### src/verilog/rsa_defs.svh
// Offsets, field positions, reset values and codes for strobe assignment
// Notes on behaviour
// - Backup rail six strobe field bits 5-4: 1h strobe 1, 2h strobe 2.
// - Backup rail five strobe field bits 1-0, reset 2h, same codes.
// - Once seal is broken the sequencer never turns off a backup rail.
// - Load switch field bits 7-4, reset Ah, codes 3h-Ah pick strobe 3-10.
// - Linear regulator field bits 3-0, reset 7h, codes 3h-Ah pick strobes.
// - Codes 0h-2h and Bh-Fh leave a load switch or regulator outside sequencer control; backup codes 0h and 3h do so.
`ifndef RSA_DEFS_SVH
`define RSA_DEFS_SVH
`define RSA_IDX_BACKUP 8'h24
`define RSA_IDX_SWREG 8'h25
`define RSA_IDX_UNLOCK 8'h26
`define RSA_IDX_STATUS 8'h27
`define RSA_RST_BACKUP 8'h12
`define RSA_RST_SWREG 8'hA7
`define RSA_BACKUP_MASK 8'h33
`define RSA_R6_HI 5
`define RSA_R6_LO 4
`define RSA_R5_HI 1
`define RSA_R5_LO 0
`define RSA_LS_HI 7
`define RSA_LS_LO 4
`define RSA_LR_HI 3
`define RSA_LR_LO 0
`define RSA_CODE_MIN 4'h3
`define RSA_CODE_MAX 4'hA
`define RSA_CODE_S1 2'h1
`define RSA_CODE_S2 2'h2
`define RSA_UNLOCK_KEY 8'h7D
`endif

### src/verilog/rsa_pkg.sv
// Types shared by the strobe assignment block
package rsa_pkg;
	typedef struct packed {
		logic enable;
		logic turn_off;
	} rsa_rail_cmd_s;
	typedef enum logic [1:0] {
		RSA_IDLE = 2'b00,
		RSA_UP = 2'b01,
		RSA_DOWN = 2'b10
	} rsa_dir_e;
endpackage

### src/verilog/rsa_rail_decode.sv
// One rail: strobe code match into enable/disable command
`timescale 1ns/100ps
`include "rsa_defs.svh"
module rsa_rail_decode
	import rsa_pkg::*;
#(
	parameter int W = 4,
	parameter bit BACKUP = 1'b0
) (
	input wire logic [W-1:0] code,
	input wire logic [3:0] strobe,
	input wire logic strobe_valid,
	input wire logic up,
	input wire logic seal_broken,
	output rsa_rail_cmd_s cmd
);
	logic hit;
	always_comb begin
		if (BACKUP) begin
			hit = (code == W'(`RSA_CODE_S1) || code == W'(`RSA_CODE_S2)) &&
				(4'(code) == strobe) && !seal_broken;
		end else begin
			hit = (4'(code) >= `RSA_CODE_MIN) &&
				(4'(code) <= `RSA_CODE_MAX) && (4'(code) == strobe);
		end
		cmd.enable = strobe_valid && hit && up;
		// Backup rails must stay on after seal break
		cmd.turn_off = strobe_valid && hit && !up &&
			!(BACKUP && seal_broken);
	end
endmodule

### src/verilog/rsa_top.sv
// Strobe assignment registers with APB slave and per-rail decode
`timescale 1ns/100ps
`include "rsa_defs.svh"
module rsa_top
	import rsa_pkg::*;
(
	input wire logic pclk,
	input wire logic presetn,
	input wire logic psel,
	input wire logic penable,
	input wire logic pwrite,
	input wire logic [11:0] paddr,
	input wire logic [31:0] pwdata,
	input wire logic [3:0] pstrb,
	output logic [31:0] prdata,
	output logic pready,
	output logic pslverr,
	input wire logic [3:0] strobe,
	input wire logic strobe_valid,
	input wire rsa_dir_e dir,
	input wire logic freshness_seal_flag,
	output logic [3:0] rail_enable,
	output logic [3:0] rail_disable
);
	logic [7:0] backup_rail_strobe_select;
	logic [7:0] switch_regulator_strobe_select;
	logic unlocked;
	logic seal_meta;
	logic seal_sync;
	logic acc;
	logic wr;
	logic hit_backup;
	logic hit_swreg;
	logic hit_unlock;
	logic hit_status;
	logic mapped;
	logic up;
	rsa_rail_cmd_s cmd [4];
	logic first_acc;
	logic wr_done;
	logic key_ok;
	logic wr_backup;
	logic wr_swreg;
	logic next_unlocked;
	logic [7:0] next_backup;
	logic [7:0] next_swreg;
	logic [7:0] next_rdata;
	logic [1:0] seal_status;

	assign acc = psel && penable;
	assign first_acc = acc && !pready;
	assign wr = acc && pwrite && pstrb[0];
	// A write lands at the edge that samples pready high
	assign wr_done = wr && pready;
	assign key_ok = pwdata[7:0] == `RSA_UNLOCK_KEY;
	assign wr_backup = wr_done && unlocked && hit_backup;
	assign wr_swreg = wr_done && unlocked && hit_swreg;
	assign seal_status = {seal_sync, unlocked};
	assign mapped = hit_backup || hit_swreg || hit_unlock || hit_status;
	assign up = dir == RSA_UP;

	// Byte address is four times the register index
	always_comb begin
		hit_backup = 1'b0;
		hit_swreg = 1'b0;
		hit_unlock = 1'b0;
		hit_status = 1'b0;
		case (paddr)
			12'(`RSA_IDX_BACKUP) * 12'h004: hit_backup = 1'b1;
			12'(`RSA_IDX_SWREG) * 12'h004: hit_swreg = 1'b1;
			12'(`RSA_IDX_UNLOCK) * 12'h004: hit_unlock = 1'b1;
			12'(`RSA_IDX_STATUS) * 12'h004: hit_status = 1'b1;
			default: hit_backup = 1'b0;
		endcase
	end

	// Seal flag comes from the backup domain pins
	always_ff @(posedge pclk or negedge presetn) begin
		if (!presetn) begin
			seal_meta <= 1'b0;
			seal_sync <= 1'b0;
		end else begin
			seal_meta <= freshness_seal_flag;
			seal_sync <= seal_meta;
		end
	end

	// Unlock lasts for exactly one following register write
	always_comb begin
		next_unlocked = unlocked;
		if (wr_done) begin
			next_unlocked = hit_unlock && key_ok;
		end
	end

	always_ff @(posedge pclk or negedge presetn) begin
		if (!presetn) begin
			unlocked <= 1'b0;
		end else begin
			unlocked <= next_unlocked;
		end
	end

	// Fields copied one by one so reserved bits never store
	always_comb begin
		next_backup = backup_rail_strobe_select;
		if (wr_backup) begin
			next_backup[`RSA_R6_HI:`RSA_R6_LO] =
				pwdata[`RSA_R6_HI:`RSA_R6_LO];
			next_backup[`RSA_R5_HI:`RSA_R5_LO] =
				pwdata[`RSA_R5_HI:`RSA_R5_LO];
		end
		next_backup = next_backup & `RSA_BACKUP_MASK;
	end

	always_comb begin
		next_swreg = switch_regulator_strobe_select;
		if (wr_swreg) begin
			next_swreg[`RSA_LS_HI:`RSA_LS_LO] =
				pwdata[`RSA_LS_HI:`RSA_LS_LO];
			next_swreg[`RSA_LR_HI:`RSA_LR_LO] =
				pwdata[`RSA_LR_HI:`RSA_LR_LO];
		end
	end

	always_ff @(posedge pclk or negedge presetn) begin
		if (!presetn) begin
			backup_rail_strobe_select <= `RSA_RST_BACKUP;
		end else begin
			backup_rail_strobe_select <= next_backup;
		end
	end

	always_ff @(posedge pclk or negedge presetn) begin
		if (!presetn) begin
			switch_regulator_strobe_select <= `RSA_RST_SWREG;
		end else begin
			switch_regulator_strobe_select <= next_swreg;
		end
	end

	// Read data chosen in the first access cycle
	always_comb begin
		next_rdata = 8'h00;
		if (first_acc && !pwrite) begin
			if (hit_backup) begin
				next_rdata = backup_rail_strobe_select;
			end else if (hit_swreg) begin
				next_rdata = switch_regulator_strobe_select;
			end else if (hit_status) begin
				next_rdata = {6'h00, seal_status};
			end
		end
	end

	// One wait state keeps read data registered
	always_ff @(posedge pclk or negedge presetn) begin
		if (!presetn) begin
			pready <= 1'b0;
			pslverr <= 1'b0;
			prdata <= 32'h0000_0000;
		end else begin
			pready <= first_acc;
			pslverr <= first_acc && !mapped;
			prdata <= {24'h00_0000, next_rdata};
		end
	end

	// Backup rails take two-bit codes; seal gating sits in the decoder
	rsa_rail_decode #(.W(2), .BACKUP(1'b1)) u_rail6 (
		.code(backup_rail_strobe_select[`RSA_R6_HI:`RSA_R6_LO]),
		.strobe(strobe),
		.strobe_valid(strobe_valid),
		.up(up),
		.seal_broken(seal_sync),
		.cmd(cmd[0])
	);

	rsa_rail_decode #(.W(2), .BACKUP(1'b1)) u_rail5 (
		.code(backup_rail_strobe_select[`RSA_R5_HI:`RSA_R5_LO]),
		.strobe(strobe),
		.strobe_valid(strobe_valid),
		.up(up),
		.seal_broken(seal_sync),
		.cmd(cmd[1])
	);

	rsa_rail_decode #(.W(4), .BACKUP(1'b0)) u_ls (
		.code(switch_regulator_strobe_select[`RSA_LS_HI:`RSA_LS_LO]),
		.strobe(strobe),
		.strobe_valid(strobe_valid),
		.up(up),
		.seal_broken(seal_sync),
		.cmd(cmd[2])
	);

	rsa_rail_decode #(.W(4), .BACKUP(1'b0)) u_lr (
		.code(switch_regulator_strobe_select[`RSA_LR_HI:`RSA_LR_LO]),
		.strobe(strobe),
		.strobe_valid(strobe_valid),
		.up(up),
		.seal_broken(seal_sync),
		.cmd(cmd[3])
	);

	// Command pulses last one cycle; the sequencer counts the steps
	always_ff @(posedge pclk or negedge presetn) begin
		if (!presetn) begin
			rail_enable <= 4'h0;
		end else begin
			for (int i = 0; i < 4; i++) begin
				rail_enable[i] <= cmd[i].enable;
			end
		end
	end

	always_ff @(posedge pclk or negedge presetn) begin
		if (!presetn) begin
			rail_disable <= 4'h0;
		end else begin
			for (int i = 0; i < 4; i++) begin
				rail_disable[i] <= cmd[i].turn_off;
			end
		end
	end
endmodule

### config.mk
export PLATFORM = sky130hd
export DESIGN_NAME = rsa_top
export DESIGN_NICKNAME = d
export VERILOG_FILES = /design/src/verilog/rsa_pkg.sv /design/src/verilog/rsa_rail_decode.sv /design/src/verilog/rsa_top.sv
export VERILOG_INCLUDE_DIRS = /design/src /design/src/verilog
export SDC_FILE = /design/constraint.sdc
export NUM_CORES = 1
export LEC_CHECK = 0
export ABC_AREA = 1
export BUFFER_PORTS_ARGS = -buffer_cell sky130_fd_sc_hd__buf_2
export CAP_MARGIN = 20
export CORE_MARGIN = 2
export CORE_UTILIZATION = 40
export CTS_CLUSTER_DIAMETER = 50
export DETAILED_ROUTE_END_ITERATION = 10
export PLACE_DENSITY = 0.82
export SLEW_MARGIN = 10
export SYNTH_ARGS = -nofsm -noshare
export SYNTH_HDL_FRONTEND = slang
export SYNTH_HIERARCHICAL = 1
export SYNTH_SLANG_ARGS = --single-unit
### constraint.sdc
create_clock -name pclk -period 1.7 [get_ports pclk]
set_input_delay 0.17 -clock pclk [delete_from_list [all_inputs] [get_ports pclk]]
set_output_delay 0.17 -clock pclk [all_outputs]
set_load 0.02 [all_outputs]
==> results.ini <==
[critical_path]
critPathSlowestCell=dfrtp_1
crit_arrival_ns=1.57
crit_path_max_incr_delay_ns=0.36
required_ns=1.88
crit_path_start_kind=register
crit_type=reg2reg
worstPathCellList=nand3_1 > nor2_1 > nand2_1 > nor2_4 > inv_1 > nand2_1 > nand2_1
cp_max_fo=13
end_kind=register
timing.critical_path.mode_cell=nand2_1

[grt]
grt_max_degree=34
grt_pass1_wl_um=6020
first_global_vias=1421
grtUsageTotal_pct=14.7
grt-ovfl-total=0
antenna_found_initial=0

[placement]
place_inst=375
pre_cts_slack_ns=0.272
gp_congestion=0.804
io_buffers=51
placed_area_sq_mm=0.00215
detailed_place_hpwl_um=2970

[floorplan]
fp.dieH_um=73.5
io_pins=103
rows=25
dieArea_sq_mm=0.00540
coreArea_sq_mm=0.00469
start_util_pct=41.2
die-width_um=73.5

[timing]
setup_ws_ns=0.312
worst_pin_slew_ns=0.705
finalHoldViolCount=0
max_slew_margin_pct=53.0
setup_violations=0
hold_slack_ns=0.0939
fmax_mhz=720
fin_crit_sh_pct=81.7
period_minus_slack_ns=1.39
rsz0062_at_grt=false
fin_setup_tns_ns=0
skew_ns=0.00965
drv_slew=0

[synth]
muxShareOfSynthArea_pct=0
yosys_register_bits=33
synth_compound_gate_area_share_pct=2.59
synth_cell_types=19
synthArstFlopShare_pct=100
synthesis.area_sq_mm=0.00193
netlist_instances=272
synth_ff_type=dfrtp_1
yosys_warnings=6
synth_xor_area_share_pct=0
synth_fa_ha_area_share_pct=0
synth_top_family_by_area=simple AND/OR/NAND/NOR gates
synth.avg_cell_area_sq_um=7.10
synth_edf_count=0
synth-seq-area-share_pct=43.2
synthSimpleGateAreaFrac_pct=33.8

[job]
cap_violations=0

[route]
drc=0
num_vias=1638
wire_per_inst_um=9.76
drt_wl_total_um=3760
ant_nets=0
drt-pass1-iter-count=4
drtIter0Drc=83
viasPerCell=4.25

[clocking]
post_cts_buffers=0
clk_path_buf_depth=2
clk_pin_slew_ns=0.07
hold_buffers=2
cts_buffers=5
insertion_delay_ns=0.29
clock-root-buffer=clkbuf_8
cts_tree=yes
clock-sinks=33
cts_resized=0
htree_levels=2

[cells_and_area]
finish.utilization_pct=48.4
syn_to_final_growth_pct=17.6
nets=391
antenna_cells=0
layout-drive-gt1-share_pct=22.7
final-instance-count-excl-fill=385
num-fill-cells=508
regArea_sq_um=835
multiInputGateArea_sq_um=793
fin_area_sq_mm=0.00227

[outcome]
outcome=finished clean

[worst_hold_path]
min_path_type=in2reg

[pwr]
power_density_mw_per_mm2=711
power.leakage_nw=1.39
ir_drop_mv=0.306
finalPower_mw=1.62

## where the power goes
| part | switching, mW | total (mW) | internal [mW] |
|---|---|---|---|
| sequential | 0.00282 | 0.794 | 0.791 |
| combinational | 0.128 | 0.179 | 0.0509 |
| clock | 0.278 | 0.643 | 0.365 |
| total | 0.408 | 1.62 | 1.21 |
## per-layer routing
layer / vias to the layer above / global-route usage (%) / routed length (um)
met5: - / 0 / 0
met4: 0 / 7.27 / 72
met3: 4 / 3.29 / 202
met2: 53 / 24.4 / 1760
met1: 711 / 17.8 / 1720
li1: 870 / - / -
## critical path: cells and delay by family (launching register included)
family | cells | cell delay, ns
buf+inv | 1 | 0.14
simple gates | 6 | 0.79
flops | 1 | 0.36
## layout by cell type (no fill, tap or decap), drive strengths merged, types with 2 or more instances in the layout
| cell type | instances |
|---|---|
| nand2 | 89 |
| dfrtp | 26 |
| nand3 | 19 |
| buf | 52 |
| o21ai | 6 |
| dlygate4sd3 | 2 |
| inv | 51 |
| nor2 | 39 |
| clkbuf | 7 |
| conb | 24 |
| dfstp | 7 |
| nand4 | 4 |
## cell families after synthesis
kind of cell,count (synthesis)
other,1
AOI/OAI and AO/OA,8
buffers and inverters,77
and+or+nand+nor,153
DFF,33
## cell type report
cell class	instances	share of cell area (%)
clock buffers	7	4.24
clock inverters	1	0.220
inverters	51	8.43
multi-input cells	185	34.9
flip-flops and latches	33	36.7
well taps	54	2.98
repair buffers	54	12.5
## flip-flops by register name, indices dropped and copies added, names as in the netlist
register,flops
switch_regulator_strobe_select,8
backup_rail_strobe_select,4
pready,1
rail_enable,4
prdata,8
seal_sync,1
pslverr,1
rail_disable,4
seal_meta,1
unlocked,1
## cells in the mapped netlist (2+ instances only)
library cell	instances	share of area, %
buf_4	25	9.7
dfrtp_1	26	34
dfstp_2	7	9.5
inv_1	51	9.9
nand2_1	87	17
nand3_1	19	4.9
nand4_1	4	1.3
nor2_1	35	6.8
nor2_4	4	2.3
o21ai_0	4	1.0
o21ai_2	2	0.91
## final timing paths
path | endpoint | cells after the start | start | slack (ns)
max | switch_regulator_strobe_select[4] | 7 | pready | 0.31
min | switch_regulator_strobe_select[1] | 3 | pwdata[1] | 0.09
min reg2reg | seal_sync | 0 | seal_meta | 0.35
min in group asynchronous | prdata[4] | 2 | presetn | 0.46
max in group asynchronous | switch_regulator_strobe_select[4] | 2 | presetn | 0.78
max reg2reg | switch_regulator_strobe_select[4] | 7 | pready | 0.31
(Power assumes the default switching activity.)
